File: src/rtl/fnrc_consts.svh
// Constants of the field node reset control: timing, offsets, fields.
// Assumes a 100 MHz system clock; included by bare name.
// Notes on behaviour
// - Every reset loads data and parameter output registers with 4'hf.
// - During every reset the data and parameter output drivers float.
// - Non power-on resets pulse data and parameter strobes together.
// - Every reset sets the exchange block; blocked data port stays inactive.
// - Command or pin reset initialisation finishes within 2 ms.
// - Power-on initialisation finishes within 30 ms, 1000 ms with big load.
// - Supply rise or collapse gives a 4 to 6 us power-on pulse, then init.
// - Reset on reset commands, enabled watchdog expiry, illegal state.
// - Addressing channel plus AC current mode: reset commands take alternate path.
// - Pin low for 35 us or less never starts an external reset.
// - Pin reset fires when 44 us low timer expires; init follows at once.
// - Slave mode: pin still low after reset plus init flags serious fault.
`ifndef FNRC_CONSTS_SVH
`define FNRC_CONSTS_SVH

// ------------------------------------------------------------
// Timing
// ------------------------------------------------------------
`define FNRC_CLK_MHZ       100
`define FNRC_T_NORESET_US  35
`define FNRC_T_RESET_US    44
`define FNRC_T_INIT_MS     2
`define FNRC_T_INIT2_MS    30
`define FNRC_T_INIT3_MS    1000
`define FNRC_T_POR_MIN_US  4
`define FNRC_T_POR_MAX_US  6
`define FNRC_NORESET_CYC   (`FNRC_T_NORESET_US * `FNRC_CLK_MHZ)
`define FNRC_RESET_CYC     (`FNRC_T_RESET_US * `FNRC_CLK_MHZ)
`define FNRC_INIT_CYC      (`FNRC_T_INIT_MS * 1000 * `FNRC_CLK_MHZ)
`define FNRC_INIT2_CYC     (`FNRC_T_INIT2_MS * 1000 * `FNRC_CLK_MHZ)
`define FNRC_INIT3_CYC     (`FNRC_T_INIT3_MS * 1000 * `FNRC_CLK_MHZ)
`define FNRC_POR_MIN_CYC   (`FNRC_T_POR_MIN_US * `FNRC_CLK_MHZ)
`define FNRC_POR_MAX_CYC   (`FNRC_T_POR_MAX_US * `FNRC_CLK_MHZ)

// ------------------------------------------------------------
// Registers
// ------------------------------------------------------------
`define FNRC_OFS_CTRL      4'h0
`define FNRC_OFS_DATA      4'h4
`define FNRC_OFS_PARAM     4'h8
`define FNRC_OFS_STATUS    4'hc
`define FNRC_CTRL_WDOG_EN  0
`define FNRC_CTRL_SLAVE    1
`define FNRC_ST_BLOCK      0
`define FNRC_ST_BUSY       1
`define FNRC_ST_FAULT      2
`define FNRC_ST_POR_INIT   3
`define FNRC_ST_CAUSE      4
`define FNRC_CTRL_RST      8'h02
`define FNRC_OUT_RST       4'hf

`endif

File: src/rtl/fnrc_pkg.sv
// Types of the field node reset control.
// Constants live in fnrc_consts.svh.
package fnrc_pkg;

  // ------------------------------------------------------------
  // Enumerations
  // ------------------------------------------------------------
  typedef enum logic [1:0] {PH_POR, PH_RESET, PH_INIT, PH_RUN} fnrc_phase_t;
  typedef enum logic [2:0] {CS_NONE, CS_POR, CS_CMD, CS_WDOG, CS_ILLEGAL, CS_EXT} fnrc_cause_t;

  // ------------------------------------------------------------
  // State records
  // ------------------------------------------------------------
  typedef struct packed {
    fnrc_phase_t phase;
    fnrc_cause_t cause;
    logic        por_init;
    logic [31:0] cnt;
    logic [7:0]  ctrl;
    logic [3:0]  data_out;
    logic [3:0]  param_out;
    logic        data_oe_b;
    logic        param_oe_b;
    logic        data_stb;
    logic        param_stb;
    logic        xblock;
    logic        busy;
    logic        fault;
    logic        alt_cmd;
    logic [7:0]  rd_data;
  } fnrc_top_st_t;

  typedef struct packed {
    logic [31:0] cnt;
    logic        low;
    logic        fired;
    logic        evt;
  } fnrc_pin_st_t;

  typedef struct packed {
    logic        por;
    logic [31:0] cnt;
  } fnrc_por_st_t;

  // Register address match, used by the write decode; reads decode with a case
  function automatic logic fnrc_hit(input logic [3:0] addr, input logic [3:0] ofs);
    return addr == ofs;
  endfunction : fnrc_hit

endpackage : fnrc_pkg

File: src/rtl/fnrc_pin_timer.sv
// Low-time timer of the strobe/reset pin.
// Assumes the pin level is already synchronous to i_clk_sys.
`timescale 1ns/1ps
`include "fnrc_consts.svh"
module fnrc_pin_timer #(
  parameter int unsigned P_RESET_CYC = `FNRC_RESET_CYC
) (
  // Clock and reset
  input  wire logic i_clk_sys,
  input  wire logic i_rst_b,
  input  wire logic i_ce,
  // Pin level
  input  wire logic i_pin,
  // Results
  output logic      o_reset_evt,
  output logic      o_pin_low
);
  // No-reset window scaled with the reset count, so shortened counts keep the ratio
  localparam int unsigned L_NORESET_CYC = (P_RESET_CYC * `FNRC_T_NORESET_US) / `FNRC_T_RESET_US;

  fnrc_pkg::fnrc_pin_st_t st;
  fnrc_pkg::fnrc_pin_st_t next_st;

  if (P_RESET_CYC < 2) begin : g_chk
    $error("P_RESET_CYC too small");
  end

  // One event per low period; the timer restarts only after the pin is high
  always_comb begin
    next_st     = st;
    next_st.evt = 1'b0;
    next_st.low = !i_pin;
    if (i_pin) begin
      next_st.cnt   = 32'h0;
      next_st.fired = 1'b0;
    end else if (!st.fired) begin
      if (st.cnt == 32'(P_RESET_CYC - 1)) begin
        next_st.evt   = 1'b1;
        next_st.fired = 1'b1;
      end
      next_st.cnt = st.cnt + 32'h1;
    end
  end

  // State register
  always_ff @(posedge i_clk_sys or negedge i_rst_b) begin
    if (!i_rst_b) begin
      st <= '0;
    end else if (i_ce) begin
      st <= next_st;
    end
  end

  assign o_reset_evt = st.evt;
  assign o_pin_low   = st.low;
endmodule : fnrc_pin_timer

File: src/rtl/fnrc_por_gen.sv
// Power-on pulse from the logic supply rail good level.
// Assumes i_supply_ok is synchronous; low means rail collapsed.
`timescale 1ns/1ps
`include "fnrc_consts.svh"
module fnrc_por_gen #(
  parameter int unsigned P_POR_CYC = `FNRC_POR_MIN_CYC
) (
  // Clock and reset
  input  wire logic i_clk_sys,
  input  wire logic i_rst_b,
  input  wire logic i_ce,
  // Logic supply rail good
  input  wire logic i_supply_ok,
  // Power-on reset pulse
  output logic      o_por
);
  fnrc_pkg::fnrc_por_st_t st;
  fnrc_pkg::fnrc_por_st_t next_st;
  logic [31:0]            ok_run;

  if (P_POR_CYC < 1) begin : g_chk
    $error("P_POR_CYC must be at least one");
  end

  // Held while the rail is down, then stretched a fixed time after it rises
  always_comb begin
    next_st = st;
    if (!i_supply_ok) begin
      next_st.por = 1'b1;
      next_st.cnt = 32'h0;
    end else if (st.por) begin
      if (st.cnt == 32'(P_POR_CYC - 1)) begin
        next_st.por = 1'b0;
      end
      next_st.cnt = st.cnt + 32'h1;
    end
  end

  // State register; reset acts as a rail rise
  always_ff @(posedge i_clk_sys or negedge i_rst_b) begin
    if (!i_rst_b) begin
      st <= '{por: 1'b1, cnt: 32'h0};
    end else if (i_ce) begin
      st <= next_st;
    end
  end

  assign o_por = st.por;

  // Helper: cycles the pulse stood with the rail good
  always_ff @(posedge i_clk_sys or negedge i_rst_b) begin
    if (!i_rst_b) begin
      ok_run <= 32'h0;
    end else if (i_ce) begin
      ok_run <= (o_por && i_supply_ok) ? ok_run + 32'h1 : 32'h0;
    end
  end
endmodule : fnrc_por_gen

File: src/rtl/fnrc_top.sv
// Field node reset control: merges reset sources, restores the output
// ports, runs initialisation and holds the exchange block.
// Assumes synchronous inputs and a master that obeys the bus protocol.
`timescale 1ns/1ps
`include "fnrc_consts.svh"
module fnrc_top #(
  parameter int unsigned P_INIT_CYC     = `FNRC_INIT_CYC,
  parameter int unsigned P_INIT_POR_CYC = `FNRC_INIT2_CYC,
  parameter int unsigned P_RESET_CYC    = `FNRC_RESET_CYC
) (
  // Clock, reset, enable
  input  wire logic       i_clk_sys,
  input  wire logic       i_rst_b,
  input  wire logic       i_ce,
  // Supply and reset sources
  input  wire logic       i_supply_ok,
  input  wire logic       i_cmd_reset_slave,
  input  wire logic       i_cmd_bcast_reset,
  input  wire logic       i_wdog_expired,
  input  wire logic       i_fsm_illegal,
  input  wire logic       i_strobe_pin,
  // Channel mode
  input  wire logic       i_addr_chan_active,
  input  wire logic       i_ac_current_mode,
  // Register port
  input  wire logic [3:0] i_addr,
  input  wire logic [7:0] i_wr_data,
  input  wire logic       i_wr,
  input  wire logic       i_rd,
  output logic      [7:0] o_rd_data,
  // Data port
  output logic      [3:0] o_data_out,
  output logic            o_data_oe_b,
  output logic            o_data_strobe,
  // Parameter port
  output logic      [3:0] o_param_out,
  output logic            o_param_oe_b,
  output logic            o_param_strobe,
  // Status
  output logic            o_xchg_block,
  output logic            o_init_busy,
  output logic            o_serious_fault,
  output logic            o_alt_reset_cmd
);

  // ------------------------------------------------------------
  // Checks and constants
  // ------------------------------------------------------------
  if (P_INIT_CYC < 1 || P_INIT_POR_CYC < 1) begin : g_chk_init
    $error("initialisation counts must be at least one");
  end
  if (P_INIT_CYC > `FNRC_INIT_CYC || P_INIT_POR_CYC > `FNRC_INIT3_CYC) begin : g_chk_max
    $error("initialisation counts exceed the allowed time");
  end

  localparam fnrc_pkg::fnrc_top_st_t ST_RST = '{
    phase:      fnrc_pkg::PH_POR,
    cause:      fnrc_pkg::CS_POR,
    por_init:   1'b1,
    cnt:        32'h0,
    ctrl:       `FNRC_CTRL_RST,
    data_out:   `FNRC_OUT_RST,
    param_out:  `FNRC_OUT_RST,
    data_oe_b:  1'b1,
    param_oe_b: 1'b1,
    data_stb:   1'b0,
    param_stb:  1'b0,
    xblock:     1'b1,
    busy:       1'b1,
    fault:      1'b0,
    alt_cmd:    1'b0,
    rd_data:    8'h00
  };

  fnrc_pkg::fnrc_top_st_t st;
  fnrc_pkg::fnrc_top_st_t next_st;
  logic                   por_busy;
  logic                   pin_evt;
  logic                   pin_low;
  logic                   cmd_any;
  logic                   alt_path;
  logic                   wdog_hit;
  logic                   ev_any;
  logic [31:0]            init_last;

  // ------------------------------------------------------------
  // Reset source helpers
  // ------------------------------------------------------------
  fnrc_por_gen u_por (
    .i_clk_sys   (i_clk_sys),
    .i_rst_b     (i_rst_b),
    .i_ce        (i_ce),
    .i_supply_ok (i_supply_ok),
    .o_por       (por_busy)
  );

  fnrc_pin_timer #(
    .P_RESET_CYC (P_RESET_CYC)
  ) u_pin (
    .i_clk_sys   (i_clk_sys),
    .i_rst_b     (i_rst_b),
    .i_ce        (i_ce),
    .i_pin       (i_strobe_pin),
    .o_reset_evt (pin_evt),
    .o_pin_low   (pin_low)
  );

  // Source qualification
  assign cmd_any   = i_cmd_reset_slave || i_cmd_bcast_reset;
  assign alt_path  = i_addr_chan_active && i_ac_current_mode;
  assign wdog_hit  = i_wdog_expired && st.ctrl[`FNRC_CTRL_WDOG_EN];
  assign ev_any    = (cmd_any && !alt_path) || wdog_hit || i_fsm_illegal || pin_evt;
  assign init_last = st.por_init ? 32'(P_INIT_POR_CYC - 1) : 32'(P_INIT_CYC - 1);

  // ------------------------------------------------------------
  // Reset action
  // ------------------------------------------------------------
  // Shared by power-on, merged sources and the illegal phase branch
  function automatic fnrc_pkg::fnrc_top_st_t apply_reset(
    input fnrc_pkg::fnrc_top_st_t s,
    input fnrc_pkg::fnrc_cause_t  c,
    input logic                   por
  );
    fnrc_pkg::fnrc_top_st_t r;
    r            = s;
    r.phase      = por ? fnrc_pkg::PH_POR : fnrc_pkg::PH_RESET;
    r.cause      = c;
    r.por_init   = por;
    r.cnt        = 32'h0;
    r.data_out   = `FNRC_OUT_RST;
    r.param_out  = `FNRC_OUT_RST;
    r.data_oe_b  = 1'b1;
    r.param_oe_b = 1'b1;
    r.data_stb   = !por;
    r.param_stb  = !por;
    r.xblock     = 1'b1;
    r.busy       = 1'b1;
    return r;
  endfunction : apply_reset

  // ------------------------------------------------------------
  // Next state
  // ------------------------------------------------------------
  always_comb begin
    next_st           = st;
    next_st.data_stb  = 1'b0;
    next_st.param_stb = 1'b0;
    next_st.alt_cmd   = 1'b0;
    next_st.rd_data   = 8'h00;
    // Read data answer the cycle after the strobe; unmapped reads zero
    if (i_rd) begin
      case (i_addr)
        `FNRC_OFS_CTRL:   next_st.rd_data = st.ctrl;
        `FNRC_OFS_DATA:   next_st.rd_data = {4'h0, st.data_out};
        `FNRC_OFS_PARAM:  next_st.rd_data = {4'h0, st.param_out};
        `FNRC_OFS_STATUS: next_st.rd_data = {1'b0, st.cause, st.por_init, st.fault, st.busy, st.xblock};
        default:          next_st.rd_data = 8'h00;
      endcase
    end
    // Control stays writable in every phase
    if (i_wr && fnrc_pkg::fnrc_hit(i_addr, `FNRC_OFS_CTRL)) begin
      next_st.ctrl = i_wr_data;
    end
    case (st.phase)
      fnrc_pkg::PH_POR: begin
        if (!por_busy) begin
          next_st.phase = fnrc_pkg::PH_INIT;
          next_st.cnt   = 32'h0;
        end
      end
      fnrc_pkg::PH_RESET: begin
        // Single cycle of merged reset, then init on the next edge
        next_st.phase = fnrc_pkg::PH_INIT;
        next_st.cnt   = 32'h0;
      end
      fnrc_pkg::PH_INIT: begin
        if (st.cnt == init_last) begin
          next_st.phase = fnrc_pkg::PH_RUN;
          next_st.busy  = 1'b0;
        end else begin
          next_st.cnt = st.cnt + 32'h1;
        end
      end
      fnrc_pkg::PH_RUN: begin
        // Parameter write lifts the block and enables both drivers
        if (i_wr && fnrc_pkg::fnrc_hit(i_addr, `FNRC_OFS_PARAM)) begin
          next_st.param_out  = i_wr_data[3:0];
          next_st.param_oe_b = 1'b0;
          next_st.param_stb  = 1'b1;
          next_st.xblock     = 1'b0;
          next_st.data_oe_b  = 1'b0;
        end
        // Data writes while blocked are dropped without trace
        if (i_wr && fnrc_pkg::fnrc_hit(i_addr, `FNRC_OFS_DATA) && !st.xblock) begin
          next_st.data_out = i_wr_data[3:0];
          next_st.data_stb = 1'b1;
        end
      end
      default: begin
        next_st = apply_reset(next_st, fnrc_pkg::CS_ILLEGAL, 1'b0);
      end
    endcase
    // Fault follows the pin: clear on high, set placed last so it wins
    if (!pin_low) begin
      next_st.fault = 1'b0;
    end
    if (st.phase == fnrc_pkg::PH_RUN && st.cause == fnrc_pkg::CS_EXT && pin_low
        && st.ctrl[`FNRC_CTRL_SLAVE]) begin
      next_st.fault = 1'b1;
    end
    // Alternate command handling bypasses the reset
    if (cmd_any && alt_path) begin
      next_st.alt_cmd = 1'b1;
    end
    // Power-on outranks every other source
    if (por_busy) begin
      next_st = apply_reset(next_st, fnrc_pkg::CS_POR, 1'b1);
    end else if (ev_any) begin
      if (pin_evt) begin
        next_st = apply_reset(next_st, fnrc_pkg::CS_EXT, 1'b0);
      end else if (i_fsm_illegal) begin
        next_st = apply_reset(next_st, fnrc_pkg::CS_ILLEGAL, 1'b0);
      end else if (wdog_hit) begin
        next_st = apply_reset(next_st, fnrc_pkg::CS_WDOG, 1'b0);
      end else begin
        next_st = apply_reset(next_st, fnrc_pkg::CS_CMD, 1'b0);
      end
    end
  end

  // ------------------------------------------------------------
  // State register
  // ------------------------------------------------------------
  // Frozen while the enable is low
  always_ff @(posedge i_clk_sys or negedge i_rst_b) begin
    if (!i_rst_b) begin
      st <= ST_RST;
    end else if (i_ce) begin
      st <= next_st;
    end
  end

  // Outputs straight from the state register
  assign o_rd_data       = st.rd_data;
  assign o_data_out      = st.data_out;
  assign o_data_oe_b     = st.data_oe_b;
  assign o_data_strobe   = st.data_stb;
  assign o_param_out     = st.param_out;
  assign o_param_oe_b    = st.param_oe_b;
  assign o_param_strobe  = st.param_stb;
  assign o_xchg_block    = st.xblock;
  assign o_init_busy     = st.busy;
  assign o_serious_fault = st.fault;
  assign o_alt_reset_cmd = st.alt_cmd;
endmodule : fnrc_top

File: config.mk
export PLATFORM = sky130hd
export DESIGN_NAME = fnrc_top
export DESIGN_NICKNAME = d
export VERILOG_FILES = /design/src/rtl/fnrc_pkg.sv /design/src/rtl/fnrc_pin_timer.sv /design/src/rtl/fnrc_por_gen.sv /design/src/rtl/fnrc_top.sv
export VERILOG_INCLUDE_DIRS = /design/src /design/src/rtl
export SDC_FILE = /design/constraint.sdc
export NUM_CORES = 1
export LEC_CHECK = 0
export BUFFER_PORTS_ARGS = -buffer_cell sky130_fd_sc_hd__buf_4
export CAP_MARGIN = 25
export CORE_ASPECT_RATIO = 0.75
export CORE_UTILIZATION = 50
export DETAILED_ROUTE_END_ITERATION = 10
export PLACE_DENSITY = 0.77
export SLEW_MARGIN = 20
export SYNTH_ARGS = -nofsm -noshare
export SYNTH_HDL_FRONTEND = slang
export SYNTH_HIERARCHICAL = 1
export SYNTH_SLANG_ARGS = --single-unit
File: constraint.sdc
create_clock -name i_clk_sys -period 2.45 [get_ports i_clk_sys]
set_input_delay 0.3675 -clock i_clk_sys [delete_from_list [all_inputs] [get_ports i_clk_sys]]
set_output_delay 0.3675 -clock i_clk_sys [all_outputs]
set_load 0.05 [all_outputs]
# --- Word level (Yosys, flattened, before mapping) ---
# Index checks and enable logic that the tools add are counted.
totals:
  regBits: 138
  input_bits: 25
  output_inout_bits: 24
  word_cells: 107
op_classes:
  add_sub_neg: 3
  n_eq_ne: 14
  mux: 32
  reduce_logical: 36
ops:
  columns: ["op", "count"]
  rows:
  - ["70-bit 2-to-1 mux", 2]
  - ["68-bit 2-to-1 mux", 2]
  - ["32-bit by 1-bit adder with 32-bit output, second input constant", 3]
  - ["32-bit 2-to-1 mux", 3]
  - ["33-bit 2-to-1 mux", 2]
  - ["66-bit 2-to-1 mux", 1]
  - ["32-bit case mux with 2 select lines", 1]
  - ["32-bit by 13-bit == test with 1-bit output, second input constant", 1]
  - ["32-bit by 22-bit == test with 1-bit output", 1]
  - ["32-bit by 9-bit == test with 1-bit output, second input constant", 1]
  - ["8-bit case mux with 4 select lines", 1]
  - ["22-bit 2-to-1 mux", 1]
  - ["8-bit 2-to-1 mux", 2]
  - ["3-bit AND reduction", 5]
  - ["3-bit nonzero test", 5]
  - ["13-bit 2-to-1 mux", 1]
  - ["1-bit logical AND", 11]
  - ["1-bit 2-to-1 mux", 9]
  - ["4-bit == test, second input constant", 2]
  - ["2-bit 2-to-1 mux", 4]
  - ["4-bit by 3-bit inequality test with 1-bit output, second input constant", 2]
  - ["6-bit 2-to-1 mux", 1]
  - ["2-bit AND reduction", 3]
  - ["2-bit == test, second input constant", 2]
  - ["other kinds (14)", 19]

# --- Longest topological paths before layout ---
# Gate-level depths: netlist of the first run.
logic_depth:
  ltp_word: 10
  ltp_mapped: 8
  ltp_nobuf: 6

# --- Hierarchy ---
# The synthesis of the first run kept the hierarchy.
modules_own_cells:
  columns: ["mod", "instances", "cells_each", "area_each_um2", "seq_area_each_um2"]
  rows:
  - ["fnrc_top", 1, 411, 3933.8, 1717.9]
  - ["fnrc_por_gen", 1, 239, 2050.7, 827.0]
  - ["fnrc_pin_timer", 1, 201, 1905.6, 875.8]

# --- Worst setup path before layout of the first run ---
# OpenSTA, ideal clock, no wires.
synth_path:
  kind: "register -> register"
  start: "register st[49] (netlist name)"
  end: "register st, in the netlist o_init_busy"
  setup_time_ns: 0.079
  t_arrival_ns: 1.983
  required_ns: 2.371
  setup_slack_ns: 0.388
  path_stages_with_launch: 8
  n_path_buf: 2
  period_less_slack_ns: 2.062
  cell_sequence: "dfrtp_1 nand4b_1 or4_4 a2111oi_4 buf_6 buf_8 nand3_2 a22o_1"
synth_rtl:
  columns: ["item", "line", "rtl"]
  rows:
  - ["end signal: assignment", "fnrc_top.sv:239", "st <= next_st;"]
  - ["end: declaration", "fnrc_top.sv:75", "fnrc_pkg::fnrc_top_st_t st;"]

==> summary by stage, run 1 <==
Status
The flow ran to the end, and the final reports show no timing, DRC or antenna violations.

Yosys
The synthesized design contains 136 register bits. Yosys mapped a number of flops with a built-in enable equal to 0. The mapped netlist covers 7890 um2. Yosys instantiated no cell more often than dfrtp_1. The mean cell area of the mapped netlist is 9.272 um2. The register area share after synthesis is 43.36%.

The distinct cell type count of the synthesized netlist is 86. The number of warning messages in the yosys log is 6. When the netlist entered floorplanning its net count stood at 879. Ranked by total cell area, the synthesized netlist is headed by dfrtp_1, dfstp_2, nand2_1, nand4_1, nand3_1.

The top cell type by total area after synthesis is dfrtp_1. In the synthesized netlist, the cells that appear most often are dfrtp_1, nand2_1, nor2_1. For this run, asynchronously set or reset flops after synthesis account for 100.0%. The share of Yosys cell area claimed by the top area cell type is 38.69%. The gate count of the mapped netlist is 851. For this run, the leading register cell type out of synthesis is dfrtp_1.

Finish
The count of fill cells added during filler insertion is 1299. The fraction of final layout cells sized beyond drive strength 1 is 17.71%. The number of antenna diodes in the final layout is 0. Summing all multi-input logic gate instances after layout gives 4078 um2.

In the final layout, flip-flops and latches occupy 3421 um2. The area growth from synthesis to layout is 14.56%. The number of nets in the finished design is 913.

Min path
The worst hold path begins at i_wr_data[7]. The worst min-delay path category is in2reg. The worst hold path passes through 2 cells.

Floorplan
The standard-cell row count is 39. The die extent in x is 147.1 um. The core region is 15320 um2.

The total die area is 16290 um2. The starting density of the core is 51.49%. In this run the count of I/O pins placed on the die edge is 49. The die outline height is 110.8 um.

Routing
For this block, the routed nets add up to 20.43 mm of wire. After detailed routing, the number of remaining DRC violations is 0. The post-route antenna net violation count is 0.

Before antenna repair, the detailed router went through 5 iterations. The average via count per standard cell is 6.545. In the final routed layout, each cell accounts on average for 18.52 um. The number of DRC markers in iteration 0 is 635. The routed via count is 7219.

STA
Based on the critical path, the design can be clocked at up to 439.6 MHz. The post-route worst setup slack is 0.1750 ns. The relative max-transition margin is 47.65%.

For the finished layout, the period the worst path requires is 2.275 ns. Final hold analysis gives a worst-case slack of 0.1898 ns. The number of hold-slack violations in the final timing report came to 0.

Setup violations remaining at the end of the flow were counted as 0. At the pin with the least slew margin, the transition time is 0.7780 ns. The worst clock skew is 0.01033 ns. Summed over all failing endpoints, the final setup total negative slack is 0 ns. The final count of pins violating max slew was 0. The ratio of final minimum period to clock period is 92.86%. Setup repair after global routing left no endpoint under its margin.

Clock network
The tree is rooted in a clkbuf_16. Clock-pin slew was measured on the worst setup and hold paths at 0.06 ns. The TritonCTS buffer count is 17.

The count of H-tree levels built during CTS is 4. The clock network latency to the later pin of the worst-skew pair is 0.42 ns. The clock tree from TritonCTS is built.

The post-CTS setup-driven buffer insertion count is 0. After clock tree synthesis, the repair step resized 0 gates. The clock passes through at most 2 buffers.

For this design, the sink count on the clock tree is 136. Buffers inserted to repair hold after CTS numbered 1.

Critical path
The number of cells on the worst reg-to-reg path is 6. STA classifies the critical path startpoint as a flip-flop. The capturing element of the worst setup path is st[58].

The worst-path cell with the longest stage delay is or4_4. For this run, the slowest stage of the critical path takes 0.52 ns. The startpoint-to-endpoint class of the critical path is reg2reg. The nature of the critical path endpoint is a flip-flop. Along the worst path, the maximum fanout reaches 31. The worst reg2reg path startpoint is st[49]. In this run the worst setup path begins at st[49]. The worst register-to-register path ends at st[58]. The required arrival time at the worst endpoint is 2.79 ns. For the worst setup path, the data arrival time is 2.61 ns. Traced cell by cell, the critical path runs through nand4b_1 -> or4_4 -> a2111oi_4 -> buf_4 -> o21ai_0 -> a21oi_1. In this run the register-to-register setup slack is 0.18 ns.

Power and ir drop
The worst IR drop on VDD is 0.0005127 V. The post-route total power is 5.482 mW. In this run the power density over the cells is 606.4 nW/um2. The analysis attributes to cell leakage a power of 3.688 nW.

GRT
The first-pass GRT wire length is 34.49 mm. For this run, the total global-route usage over all layers was measured as 26.04%. Entering global routing, the biggest net connects 68 pins. The total grt overflow is 0. The initial antenna violation count was 0. The via count of the first global-routing pass is 6651.

Place
Buffers placed on the I/O ports in this run total 48. The detailed placement HPWL is 14.01 mm. OpenSTA, run right after detailed placement, puts the worst setup slack at 0.1948 ns. The congestion estimate from routability-driven global placement came to 0.9104.

Job
The number of maximum-capacitance violations is 0.
-- critical path: cells and delay by family, from the launching register on --
kind,cells,cell delay (ns)
DFF,1,0.43
and+or+nand+nor,2,0.71
AOI/OAI and AO/OA,3,0.71
buffers and inverters,1,0.34
-- stage by stage --
stage	std cells	util [%]	area, um2
after floorplan	851	-	7890
after global placement	1070	54.80	8397
after detailed placement	1070	54.80	8397
after CTS	1103	58.99	9039
after global routing	1103	58.99	9039
final	1103	58.99	9039
-- registers in the layout (all words and copies together), names as in the netlist --
signal / count
o_init_busy: 1
u_pin/st: 33
u_pin/o_pin_low: 1
o_data_strobe: 1
u_por/o_por: 1
o_alt_reset_cmd: 1
u_por/st: 32
o_param_strobe: 1
st: 46
o_data_out: 4
o_rd_data: 8
o_param_out: 4
o_serious_fault: 1
u_pin/o_reset_evt: 1
o_data_oe_b: 1
-- how the worst min path moves through the flow --
| stage | to |
|---|---|
| after CTS | st[31] |
| after detailed placement | o_rd_data[1] |
| after global placement | o_rd_data[2] |
| after global routing | st[31] |
| after floorplan | o_alt_reset_cmd |
| final | st[31] |
-- power breakdown --
group / internal (mW) / switching (mW) / total [mW]
registers: 2.31 / 0.0629 / 2.37
logic: 0.142 / 0.236 / 0.378
clock network: 1.75 / 0.979 / 2.73
total: 4.20 / 1.28 / 5.48
-- metal layers --
layer	GRT usage (%)	up-vias	share of wire, %
met3	4.815	23	7.8
met5	0	-	0
li1	-	3336	-
met1	39.52	3553	47
met2	37.96	307	45
met4	6.735	0	0.93
-- logic make-up after synthesis --
| logic type | synth area share [%] |
|---|---|
| simple gates | 28.56 |
| compound gates | 17.79 |
| flops | 43.36 |
| buf+inv | 4.963 |
| mux | 2.966 |
| xor+xnor | 1.887 |
| fa+ha+maj | 0.4758 |
-- final cells by class --
type	instances	share of cell area, %
multi-input combinational	643	45.11
sequential	136	37.85
timing repair buffer	75	6.714
clock buffer	20	5.053
tap	205	2.838
clock inverter	12	1.938
inverter	12	0.4983
-- placed cells by master, fill, tap and decap left out, drive strengths merged, types with 8 or more instances in the layout --
master	n
and3	12
nand3	52
o21ai	37
a21oi	38
or3	21
nand2b	8
nand4	54
a31oi	9
nor4b	8
nand2	91
and4	14
or4	13
buf	74
a22o	8
dfstp	14
nor3	28
nor2	58
mux2i	11
mux2	11
inv	11
o311ai	10
a21o	9
xor2	10
o31ai	15
nor4	23
dfrtp	122
clkbuf	20
No activity file was read; power rests on OpenSTA's default activity.
==> inputs of run 2 (changes only) <==
==> constraint.sdc (replaced) <==
create_clock -name i_clk_sys -period 2.45 [get_ports i_clk_sys]
set_input_delay 0.735 -clock i_clk_sys [delete_from_list [all_inputs] [get_ports i_clk_sys]]
set_output_delay 0.735 -clock i_clk_sys [all_outputs]
set_load 0.05 [all_outputs]
==> run 2 against run 1 <==
Against the previous run:
- power down 1.8%
- utilization up 0.74 points
- global-route usage up 0.48 points
- clock skew up 0.0034 ns
- wire length up 2.8%
- maximum frequency down 1.2%
- critical path depth down 1
- clock-buffer cell count up 2
- worst hold slack better by 0.046 ns
- worst setup slack worse by 0.027 ns
- sequential power about the same
- critical path type unchanged
==> summary by stage, run 2 (same netlist as run 1, synthesis figures left out) <==
STA
The post-route worst setup slack is 0.1480 ns (was 0.1750 ns). The number of hold-slack violations in the final timing report was 0 (unchanged). The final count of pins violating max slew is 0 (unchanged). RSZ-0062 raised after global routing: no (unchanged). The shortest period the worst path allows is 2.302 ns (was 2.275 ns). The final total negative setup slack was 0 ns (unchanged).

The ratio of final minimum period to clock period was 93.96% (was 92.86%). The fmax is 434.4 MHz (was 439.6 MHz). The transition at the pin with the smallest max-transition slack is 0.5842 ns (was 0.7780 ns).

The number of setup violations in the final report came to 0 (unchanged). The relative max-transition margin came to 60.69% (was 47.65%). The worst clock skew came to 0.01378 ns (was 0.01033 ns).

Floorplan
The standard-cell row count is 39 (unchanged). The number of primary I/O pins was 49 (unchanged). The die extent in x was 147.1 um (unchanged). The standard cell core area is 15320 um2 (unchanged). The starting density of the core came to 51.49% (unchanged). The die outline height is 110.8 um (unchanged).

The total die area was 16290 um2 (unchanged).

Routing
The DRC violation count after routing is 0 (unchanged). The wire length reported by the detailed router is 21.00 mm (was 20.43 mm). The routed via count was 7306 (was 7219).

The first-pass detailed-route iteration total was 5 (unchanged). The average via count per standard cell is 6.500 (was 6.545). The wire length per cell after detailed routing came to 18.68 um (was 18.52 um). The number of DRC markers in iteration 0 was 721 (was 635). The post-route antenna net violation count is 0 (unchanged).

Finish
Top Registers: st (46), u_pin/st (33), u_por/st (32) (unchanged). The number of inserted diodes is 0 (unchanged). The number of nets in the finished design was 934 (was 913). The area growth from synthesis to final layout is 16.00% (was 14.56%). The register name with the most flops is st (unchanged). The flip-flop count of the largest register, all copies and words added is 46 (unchanged). The count of fill cells added during filler insertion is 1345 (was 1299). The most frequent standard cell in the layout excluding fill and tap cells is dfrtp_1 (unchanged). The fraction of final layout cells sized beyond drive strength 1 is 19.70% (was 17.71%).

Highest-count cells in the layout ignoring fill and taps: dfrtp_1, buf_4, nand2_1 (was dfrtp_1, nand2_1, buf_4).

Min path
The worst min-delay path category was in2async (was in2reg).

Clock network
The clock sink count is 136 (unchanged). The clock tree from TritonCTS is built (unchanged). The clock transition at the registers of the reported paths is 0.06 ns (about the same). The number of instances resized during post-cts repair is 0 (unchanged).

The count of H-tree levels built during CTS is 4 (unchanged). The number of hold-repair buffers added at the cts stage is 0 (was 1). The TritonCTS buffer count is 17 (unchanged). The maximum number of buffers from clock root to sink is 2 (unchanged). The post-CTS setup-driven buffer insertion count is 0 (unchanged). The master cell of the clock root buffer is clkbuf_16 (unchanged). The clock network latency to the later pin of the worst-skew pair was 0.42 ns (about the same).

Critical path
The required arrival time at the worst endpoint is 2.73 ns (was 2.79 ns). The sort of element at the start of the critical path was a flip-flop (unchanged). The cell family contributing the most delay on the critical path is simple AND/OR/NAND/NOR gates (was compound AO/OA/AOI/OAI gates).

The startpoint-to-endpoint class of the critical path is reg2reg (unchanged). The data arrival time of the worst path is 2.59 ns (was 2.61 ns). The number of buffer and inverter instances along the worst setup path is 0 (was 1). The biggest fanout along the worst timing path is 7 (was 31). Crit-path cells: nand4b_1 -> or4_4 -> a2111o_1 -> nand3_1 -> o21ai_0 (was nand4b_1 -> or4_4 -> a2111oi_4 -> buf_4 -> o21ai_0 -> a21oi_1). The worst-path cell with the longest stage delay is a2111o_1 (was or4_4). The largest incremental delay on the critical path is 0.55 ns (was 0.52 ns). The nature of the critical path endpoint is a flip-flop (unchanged).

Place
The final estimated routing congestion in global placement was 0.9634 (was 0.9104). The number of buffer cells added on primary ports came to 48 (unchanged). The worst slack at placement is -0.0006797 ns (was 0.1948 ns). The detailed placement HPWL came to 14.77 mm (was 14.01 mm).

Power and ir drop
The static leakage came to 3.776 nW (was 3.688 nW). The total power divided by cell area is 588.3 nW/um2 (was 606.4 nW/um2). The post-route total power came to 5.384 mW (was 5.482 mW). The worst IR drop on VDD is 0.0004678 V (was 0.0005127 V).

GRT
The maximum number of pins on one net before global-route repair was 46 (was 68). The first-pass GRT wire length is 34.85 mm (was 34.49 mm). The via count of the first global-routing pass is 6692 (was 6651). The global routing usage summed across all routing layers is 26.52% (was 26.04%). The total grt overflow is 0 (unchanged).

The initial antenna violation count is 0 (unchanged).

Job
The number of maximum-capacitance violations is 0 (unchanged).

Status
Status: finished, final reports clean (unchanged).
-- run 2: changes by cell type in the layout (fill, tap and decap cells not counted), sizes merged --
cell,change
clkbuf,+2
buf,+22
inv,+1
dlygate4sd3,-1
bufinv,-2
clkinv,-1
-- run 2: power by group --
part	internal [mW]	leakage, nW	switching (mW)
clock network	1.61	0.289	1.01
logic	0.155	1.65	0.248
registers	2.31	1.83	0.0597
-- run 2: stage by stage --
stage          cells  utilization (%)  area, um2  hold slack (ns)
2_1_floorplan    851                -       7890           0.4394
3_3_place_gp    1092            55.80       8549           0.4803
3_5_place_dp    1092            55.80       8549           0.4773
4_1_cts         1124            59.73       9153           0.2477
5_1_grt         1124            59.73       9153           0.2580
6_report        1124            59.73       9153           0.2363
-- run 2: worst paths after layout --
check | start | endpoint | slack (ns) | depth (start not counted)
worst max-delay path | st[49] | st[34] | 0.15 | 5
worst min-delay path | i_rst_b | o_rd_data[7] | 0.24 | 1
worst max register to register | st[49] | st[34] | 0.15 | 5
worst min register to register | o_rd_data[7] | o_rd_data[7] | 0.49 | 1
max in group asynchronous | i_rst_b | st[64] | 1.50 | 2
min in group i_clk_sys | o_rd_data[7] | o_rd_data[7] | 0.49 | 1
-- run 2: cell type report --
class / count / area [um2] / share of cell area (%)
inverters: 12 / 45.04 / 0.4921
multi-input cells: 643 / 4078 / 44.55
well taps: 205 / 256.5 / 2.802
clock inverters: 10 / 118.9 / 1.299
repair buffers: 96 / 749.5 / 8.189
clock buffers: 22 / 484.2 / 5.290
flip-flops and latches: 136 / 3421 / 37.38
-- run 2: layer usage --
metal	global-route usage, %	share of wire (%)
met5	0	0
met2	37.96	44
met1	40.13	47
met3	4.897	7.7
met4	8.660	2.0
